[src/hw/otsel_defs.vh]
// Shared constants for the trip-timing and selectivity block.
// Assumes the includer is a plain Verilog-2005 design on a 250 MHz clock.
// Function
// [RQ1] Thermal memory only with inverse curve
// [RQ2] Full trip time after memory time elapsed
// [RQ3] Start-up only with fixed curve, disableable
// [RQ4] Start-up swaps thresholds for window time
// [RQ5] Start-up at power-on or peak over 0.1In
// [RQ6] Re-arm only after peak below 0.1In
// [RQ7] Shared window, 0.1 to 1.5 s, 0.01 steps
// [RQ8] Selectivity excluded: output 0, programmed delay
// [RQ9] Selectivity inserted: restraint logic, selectivity time
// [RQ10] Selectivity and directional mutually exclusive
// [RQ11] Programmed delay at least selectivity plus 50ms
// [RQ12] Two independent short-delay sets trip alone
// [RQ13] Directional fixed-time, excludable, phases only
// [RQ14] Direction known only if reactive over 2%
// [RQ15] Power-flow setting defines forward reference
// [RQ16] High-to-low: positive reactive is forward
// [RQ17] Forward over threshold: forward delay trip
// [RQ18] Backward over threshold: backward delay trip
// [RQ19] Undetermined direction: shorter delay trip
// [RQ20] Directional assumes neutral setting 100 percent
// [RQ21] Directional start-up option like short-delay
// [RQ22] Timers run while over, clear below
`ifndef OTSEL_DEFS_VH
`define OTSEL_DEFS_VH
`define OTSEL_CLK_MHZ         8'hFA
// Cycles per ms and per 10 ms at 250 MHz
`define OTSEL_CYC_PER_MS      32'h0003D090
`define OTSEL_CYC_PER_10MS    32'h002625A0
`define OTSEL_WIN_MIN_10MS    8'h0A
`define OTSEL_WIN_MAX_10MS    8'h96
`define OTSEL_MARGIN_MS       17'h00032
`define OTSEL_STARTUP_DIV     4'hA
`define OTSEL_REACT_PCT       2'h2
`define OTSEL_PCT_FULL        7'h64
`define OTSEL_FLOW_HI_LO      1'b0
`endif

[src/hw/otsel_trip.v]
// Trip-timing logic: short delay with thermal memory and start-up window,
// zone restraint, double short delay and directional short circuit.
// Assumes measurements arrive synchronous to clk from the measurement path;
// the restraint input terminal comes from a far release and is synchronised.
`include "otsel_defs.vh"
module otsel_trip #(
    parameter W   = 24,
    parameter TW  = 32,
    parameter CPM = `OTSEL_CYC_PER_MS,
    parameter CPW = `OTSEL_CYC_PER_10MS
) (
    // Clock and reset
    input  wire          clk,
    input  wire          resetn,
    // Measurements, same clock domain
    input  wire [W-1:0]  imax_peak,
    input  wire [W-1:0]  irated,
    input  wire signed [W-1:0] react_pwr,
    input  wire [W-1:0]  nom_phase_pwr,
    input  wire          self_supply,
    input  wire          aux_supply,
    // Short-delay configuration
    input  wire          sd_enable,
    input  wire          sd_inverse,
    input  wire          sd_mem_enable,
    input  wire [W-1:0]  short_delay_threshold,
    input  wire [W-1:0]  sd_start_threshold,
    input  wire [15:0]   short_delay_time,
    input  wire [15:0]   overload_memory_time,
    input  wire [15:0]   sd_inverse_time,
    input  wire          sd_start_enable,
    // Second short-delay set
    input  wire          sd2_enable,
    input  wire [W-1:0]  sd2_threshold,
    input  wire [W-1:0]  sd2_start_threshold,
    input  wire [15:0]   sd2_time,
    // Zone selectivity
    input  wire          zone_enable,
    input  wire [15:0]   zone_time,
    input  wire          restraint_input_terminal,
    // Directional protection
    input  wire          dir_enable,
    input  wire          flow_setting,
    input  wire [W-1:0]  directional_threshold,
    input  wire [W-1:0]  dir_start_threshold,
    input  wire [15:0]   forward_delay,
    input  wire [15:0]   backward_delay,
    input  wire          dir_start_enable,
    // Start-up window, in 10 ms steps
    input  wire [7:0]    start_window_time,
    // Outputs
    output reg           restraint_output_terminal,
    output reg           trip,
    output reg           trip_sd,
    output reg           trip_sd2,
    output reg           trip_dir,
    output reg           startup_active,
    output reg  [1:0]    direction,
    output reg           config_error
);
    localparam DIR_NONE = 2'b00;
    localparam DIR_FWD  = 2'b01;
    localparam DIR_BWD  = 2'b10;

    function [TW-1:0] ms_cycles;
        input [15:0] ms;
        begin
            ms_cycles = ms * CPM;
        end
    endfunction

    function over;
        input [W-1:0] i;
        input [W-1:0] th;
        begin
            over = (i > th);
        end
    endfunction

    reg          zsi_meta;
    reg          zone_restraint_input;
    always @(posedge clk) begin
        if (!resetn) begin
            zsi_meta <= 1'b0;
            zone_restraint_input <= 1'b0;
        end else begin
            zsi_meta <= restraint_input_terminal;
            zone_restraint_input <= zsi_meta;
        end
    end

    // Start-up detection and window
    wire [W-1:0] start_level = irated / `OTSEL_STARTUP_DIV;
    wire         peak_high   = imax_peak > start_level;
    reg          armed;
    reg          powered;
    reg  [TW-1:0] win_cnt;
    wire [7:0]   win_set = (start_window_time < `OTSEL_WIN_MIN_10MS) ?
                           `OTSEL_WIN_MIN_10MS :
                           (start_window_time > `OTSEL_WIN_MAX_10MS) ?
                           `OTSEL_WIN_MAX_10MS : start_window_time; // RQ7
    wire         start_evt = (!powered && self_supply) ||
                             (armed && peak_high); // RQ5
    wire [TW-1:0] win_cycles = win_set * CPW;
    always @(posedge clk) begin
        if (!resetn) begin
            armed <= 1'b1;
            powered <= 1'b0;
            win_cnt <= {TW{1'b0}};
            startup_active <= 1'b0;
        end else begin
            powered <= 1'b1;
            if (peak_high)
                armed <= 1'b0;
            else
                armed <= 1'b1; // RQ6
            if (start_evt) begin
                win_cnt <= win_cycles;
                startup_active <= 1'b1; // RQ4
            end else if (win_cnt != {TW{1'b0}}) begin
                win_cnt <= win_cnt - 1'b1;
                startup_active <= (win_cnt != {{(TW-1){1'b0}}, 1'b1});
            end else begin
                startup_active <= 1'b0;
            end
        end
    end

    // Start-up thresholds only with fixed curve for short delay
    wire sd_start  = startup_active && sd_start_enable && !sd_inverse; // RQ3
    wire dir_start = startup_active && dir_start_enable; // RQ21
    wire [W-1:0] th1 = sd_start ? sd_start_threshold : short_delay_threshold;
    wire [W-1:0] th2 = sd_start ? sd2_start_threshold : sd2_threshold;
    wire [W-1:0] th7 = dir_start ? dir_start_threshold :
                       directional_threshold; // RQ4
    wire over1 = sd_enable && over(imax_peak, th1);
    wire over2 = sd2_enable && over(imax_peak, th2); // RQ12
    // Neutral always counted at full phase setting; phase current only
    wire over7 = dir_enable && !zone_enable &&
                 over(imax_peak, th7); // RQ13 RQ20

    // Direction classification
    // Most negative value maps onto itself, read unsigned it is still right
    wire [W-1:0] q_mag = react_pwr[W-1] ? -react_pwr : react_pwr;
    wire [W+6:0] q_x100 = {{7{1'b0}}, q_mag} * `OTSEL_PCT_FULL;
    wire [W+6:0] p_x2 = {{7{1'b0}}, nom_phase_pwr} * `OTSEL_REACT_PCT;
    wire         q_valid = q_x100 >= p_x2; // RQ14
    wire         q_pos = !react_pwr[W-1];
    wire         in_phase = (flow_setting == `OTSEL_FLOW_HI_LO) ?
                            q_pos : !q_pos; // RQ15 RQ16
    reg  [1:0]   next_direction;
    always @* begin
        if (!q_valid)
            next_direction = DIR_NONE;
        else if (in_phase)
            next_direction = DIR_FWD;
        else
            next_direction = DIR_BWD;
    end

    // Thermal memory: shortened delay while memory time not elapsed
    reg  [TW-1:0] mem_cnt;
    reg           over1_q;
    wire mem_on = sd_mem_enable && sd_inverse; // RQ1
    wire mem_hot = mem_on && (mem_cnt != {TW{1'b0}});
    wire [15:0] base_t1 = sd_inverse ? sd_inverse_time : short_delay_time;
    wire [15:0] eff_t1 = mem_hot ? (base_t1 >> 1) : base_t1; // RQ2
    // Without zone restraint input, selectivity time is selected
    wire zone_ok = zone_enable && !dir_enable && aux_supply; // RQ10
    wire [15:0] sel_t1 = (zone_ok && !zone_restraint_input) ?
                         zone_time : eff_t1; // RQ8 RQ9
    wire [15:0] sel_t7 = (direction == DIR_FWD) ? forward_delay : // RQ17
                         (direction == DIR_BWD) ? backward_delay : // RQ18
                         ((forward_delay < backward_delay) ?
                          forward_delay : backward_delay); // RQ19

    reg [TW-1:0] cnt1;
    reg [TW-1:0] cnt2;
    reg [TW-1:0] cnt7;
    wire [16:0] margin = {1'b0, zone_time} + `OTSEL_MARGIN_MS;
    always @(posedge clk) begin
        if (!resetn) begin
            cnt1 <= {TW{1'b0}};
            cnt2 <= {TW{1'b0}};
            cnt7 <= {TW{1'b0}};
            mem_cnt <= {TW{1'b0}};
            over1_q <= 1'b0;
            trip_sd <= 1'b0;
            trip_sd2 <= 1'b0;
            trip_dir <= 1'b0;
            trip <= 1'b0;
            direction <= DIR_NONE;
            restraint_output_terminal <= 1'b0;
            config_error <= 1'b0;
        end else begin
            direction <= next_direction;
            restraint_output_terminal <= zone_ok &&
                (zone_restraint_input || over1); // RQ8 RQ9
            config_error <= (zone_enable && dir_enable) ||
                (zone_enable && ({1'b0, short_delay_time} < margin)); // RQ11
            over1_q <= over1;
            // Loaded when a fault ends, so a first fault runs full time
            if (over1_q && !over1)
                mem_cnt <= ms_cycles(overload_memory_time); // RQ2
            else if (mem_cnt != {TW{1'b0}})
                mem_cnt <= mem_cnt - 1'b1;
            if (!over1)
                cnt1 <= {TW{1'b0}}; // RQ22
            else if (cnt1 < ms_cycles(sel_t1))
                cnt1 <= cnt1 + 1'b1;
            else
                trip_sd <= 1'b1; // RQ22
            if (!over2)
                cnt2 <= {TW{1'b0}};
            else if (cnt2 < ms_cycles(sd2_time))
                cnt2 <= cnt2 + 1'b1;
            else
                trip_sd2 <= 1'b1; // RQ12
            if (!over7)
                cnt7 <= {TW{1'b0}}; // RQ22
            else if (cnt7 < ms_cycles(sel_t7))
                cnt7 <= cnt7 + 1'b1;
            else
                trip_dir <= 1'b1;
            trip <= trip || trip_sd || trip_sd2 || trip_dir;
        end
    end
endmodule

[config.mk]
export PLATFORM = sky130hd
export DESIGN_NAME = otsel_trip
export DESIGN_NICKNAME = d
export VERILOG_FILES = /design/src/hw/otsel_trip.v
export VERILOG_INCLUDE_DIRS = /design/src /design/src/hw
export SDC_FILE = /design/constraint.sdc
export NUM_CORES = 2
export LEC_CHECK = 0
export BUFFER_PORTS_ARGS = -buffer_cell sky130_fd_sc_hd__buf_2
export CORE_ASPECT_RATIO = 1.4
export CORE_MARGIN = 2
export CORE_UTILIZATION = 35
export CTS_CLUSTER_DIAMETER = 60
export CTS_CLUSTER_SIZE = 40
export DETAILED_ROUTE_END_ITERATION = 10
export PLACE_DENSITY = 0.54
export SYNTH_ARGS = -nofsm -noshare
export SYNTH_HDL_FRONTEND = slang
export SYNTH_SLANG_ARGS = --single-unit
[constraint.sdc]
create_clock -name clk -period 38.2 [get_ports clk]
set_input_delay 7.64 -clock clk [delete_from_list [all_inputs] [get_ports clk]]
set_output_delay 7.64 -clock clk [all_outputs]
set_load 0.02 [all_outputs]
==> flow_metrics.tcl <==
set metrics [dict create \
    final.min_clock_period_ns 20.55 \
    critical_path_arrival_ns 20.91 \
    critical_path.reg2reg.endpoint "cnt1[30]" \
    tritoncts "yes" \
    dp_hpwl_mm 76.3 \
    postSynth.asyncResetShare 0 \
    peakVddDrop_mv 0.0732 \
    path_clk_slew_ns 0.08 \
    min-delay-path-class "register to register" \
    final_wtd_congestion 0.926 \
    top_layer "met5" \
    report.final.setup_viol 0 \
    synth_seq_area_share 0.101 \
    post_cts_hold_buffer_count 0 \
    grt_overflow_total 0 \
    synth_enable_flop_cells 0 \
    fin_nets 5752 \
    p_leak_nw 19.1 \
    cts.path.max_buffers 2 \
    r2r_slack_ns 24.94 \
    critical_path.endpoint_type "register" \
    die_x_microns 269 \
    yosys_warnings 0 \
    cts.repair_timing.setup_buffer_count 0 \
    timing.critical_path.slowest_stage_cell "sky130_fd_sc_hd__maj3_1" \
    via_per_inst 5.08 \
    drive_above_1_share 0.117 \
    design.die.area_sq_um 101000 \
    port_buffers 381 \
    cts_inserted_buffers 17 \
    core_area_sq_um 97800 \
    utilization 0.393 \
    critPathLaunchType "input pin" \
    grt_pass1_wl_mm 147 \
    worstReg2RegStart "mem_cnt[0]" \
    syn-instance-count 4046 \
    kind_of_cell_adding_the_most_delay_to_the_critical_path "compound AO/OA/AOI/OAI gates" \
    yosysMostFrequentCell "sky130_fd_sc_hd__ha_1" \
    largest_net_degree_at_the_start_of_global_routing 56 \
    drv.max_cap_violation_count 0 \
    firstDrtPassIters 5 \
    timing.final.crit_share 0.538 \
    final.setup.worst_slack_ns 17.65 \
    initial_antenna_violation_count 9 \
    drv_slew 0 \
    final-hold-violation-count 0 \
    route.detailed.drc 0 \
    cp_common_cell "sky130_fd_sc_hd__a21o_1" \
    drt-initial-drc-count 1053 \
    netlist.area_leader.share 0.272 \
    worstRegToRegCells 51 \
    core.rowCount 136 \
    setup.worst_path.class "input pin to register" \
    final.setup_skew_ns 0.0150 \
    critical_path_buf_inv_count 5 \
    worst_margin_slew_ns 1.13 \
    via_count 28971 \
    dp.cells 5664 \
    clock_tree.root_cell "sky130_fd_sc_hd__clkbuf_16" \
    hold_path_end "zone_restraint_input" \
    netlist-cell-type-count 110 \
    post-synth-top-area-cell "sky130_fd_sc_hd__ha_1" \
    die-height_microns 375 \
    dp_worst_slack_ns 17.09 \
    groute.usage.overall 0.178 \
    synth.top_cells.by_count "748 x sky130_fd_sc_hd__ha_1, 517 x sky130_fd_sc_hd__inv_1, 306 x sky130_fd_sc_hd__nor2_1" \
    yosys_register_bits 174 \
    met2WireLength_mm 44.4 \
    route.met3.wl_mm 4.18 \
    final_antenna_net_count 0 \
    fmax_mhz 48.7 \
    outcome "finished clean" \
    ys_dominant_reg_cell "sky130_fd_sc_hd__dfxtp_1" \
    io_pins 383 \
    post_synth.cell_area_avg_sq_um 8.52 \
    power_density_nw_per_um2 84.6 \
    syn-num-nets 5426 \
    grt_pass1_vias 29447 \
    critPathRequiredTime_ns 38.55 \
    starting_density 0.352 \
    crit_path_max_fanout 31 \
    critical_path_max_stage_delay_ns 0.85 \
    met1_length_mm 37.9 \
    post_drt_wl_per_cell_microns 15.6 \
    netlist_top_cells_area "sky130_fd_sc_hd__ha_1 27%, sky130_fd_sc_hd__fa_1 15%, sky130_fd_sc_hd__dfxtp_1 10%" \
    clock_tree.htree_level_count 4 \
    hp-start "zsi_meta" \
    clock-sinks 174 \
    netlist_area_sq_um 34500 \
    cts_repair_resize_count 0 \
    flow.area_growth_from_synthesis_pct 11.6 \
    unrepaired_setup_endpoints_after_global_routing "no" \
    timing.hold.worst_path_depth 1 \
    clock_insertion_delay_worst_skew_ns 0.49 \
    tns_ns 0 \
    instances_no_fill 5698 \
    max_slew_margin 0.242 \
    postRouteWirelength_mm 88.9 \
]
==> worst reg2reg max path: cells and delay by family, from the launching register on <==
kind,cells,cell delay [ns]
buf+inv,8,1.00
fa+ha+maj,9,3.54
flops,1,0.32
compound gates,18,3.45
xor+xnor,2,0.30
simple gates,14,4.52
==> kinds of logic after synthesis <==
logic type | share of synthesized area
compound gates | 0.159
mux | 0.0255
buf+inv | 0.0700
simple gates | 0.146
fa+ha+maj | 0.422
flops | 0.101
xor+xnor | 0.0766
==> worst max path at each step <==
| stage | depth (start not counted) | slack (ns) | startpoint | end |
|---|---|---|---|---|
| final | 55 | 17.65 | forward_delay[1] | cnt7[21] |
| after global routing | 56 | 16.63 | forward_delay[1] | cnt7[19] |
| after CTS | 55 | 17.58 | forward_delay[1] | cnt7[21] |
| after detailed placement | 56 | 17.09 | forward_delay[1] | cnt7[21] |
| after global placement | 55 | 17.05 | forward_delay[1] | cnt7[21] |
| after floorplan | 57 | 19.40 | backward_delay[1] | cnt7[19] |
==> placed cells by master (no fill, tap or decap), types with 12 or more instances in the layout <==
master,instances
sky130_fd_sc_hd__ha_1,748
sky130_fd_sc_hd__inv_1,517
sky130_fd_sc_hd__buf_2,381
sky130_fd_sc_hd__nor2_1,306
sky130_fd_sc_hd__fa_1,258
sky130_fd_sc_hd__a21oi_1,251
sky130_fd_sc_hd__o21ai_0,208
sky130_fd_sc_hd__xnor2_1,194
sky130_fd_sc_hd__dfxtp_1,174
sky130_fd_sc_hd__nand2_1,165
sky130_fd_sc_hd__nand3_1,103
sky130_fd_sc_hd__xor2_1,102
sky130_fd_sc_hd__a21o_1,93
sky130_fd_sc_hd__mux2i_1,82
sky130_fd_sc_hd__nor3_1,65
sky130_fd_sc_hd__nand2b_1,64
sky130_fd_sc_hd__nand4_1,62
sky130_fd_sc_hd__nor2b_1,46
sky130_fd_sc_hd__or3_1,41
sky130_fd_sc_hd__o21bai_1,38
sky130_fd_sc_hd__a211oi_1,37
sky130_fd_sc_hd__buf_4,32
sky130_fd_sc_hd__a31oi_1,25
sky130_fd_sc_hd__nor4_1,24
sky130_fd_sc_hd__and2_1,20
sky130_fd_sc_hd__and3_1,20
sky130_fd_sc_hd__a311oi_1,17
sky130_fd_sc_hd__clkbuf_16,17
sky130_fd_sc_hd__o211ai_1,16
sky130_fd_sc_hd__a21boi_0,14
sky130_fd_sc_hd__o21a_1,13
sky130_fd_sc_hd__o21ai_1,12
sky130_fd_sc_hd__and4_1,12
==> where the power goes <==
part / switching (W) / internal (W) / leakage (nW)
sequential: 0.0000197 / 0.000204 / 1.42
combinational: 0.00153 / 0.00131 / 17.4
clock: 0.0000939 / 0.0000890 / 0.294
total: 0.00165 / 0.00161 / 19.1
==> per-layer routing <==
metal	up-vias	GRT usage
li1	14771	-
met3	98	0.0312
met4	12	0.0538
met1	13516	0.209
met2	574	0.328
met5	-	0
==> final cells by class <==
| class | count | area [sq um] |
|---|---|---|
| clock buffer | 17 | 425 |
| timing repair buffer | 413 | 2150 |
| tap | 1311 | 1640 |
| inverter | 524 | 1970 |
| multi-input combinational | 3242 | 28600 |
| clock inverter | 15 | 190 |
| antenna | 2 | 5.00 |
| sequential | 174 | 3480 |
| fill | 10037 | 59400 |
==> metrics by stage <==
stage	power (W)	cell area, sq um	hold WS (ns)
6_report	0.00326	38500	0.455
3_5_place_dp	0.00310	37800	0.419
2_1_floorplan	0.00253	34500	0.412
5_1_grt	0.00379	38500	0.469
3_3_place_gp	0.00307	37800	0.433
4_1_cts	0.00332	38500	0.449
==> registers in the layout (all words and copies together), names as in the netlist, 2 cells and up <==
name       count
cnt1          32
cnt2          32
cnt7          32
direction      2
mem_cnt       32
win_cnt       32
(Power assumes the default switching activity.)
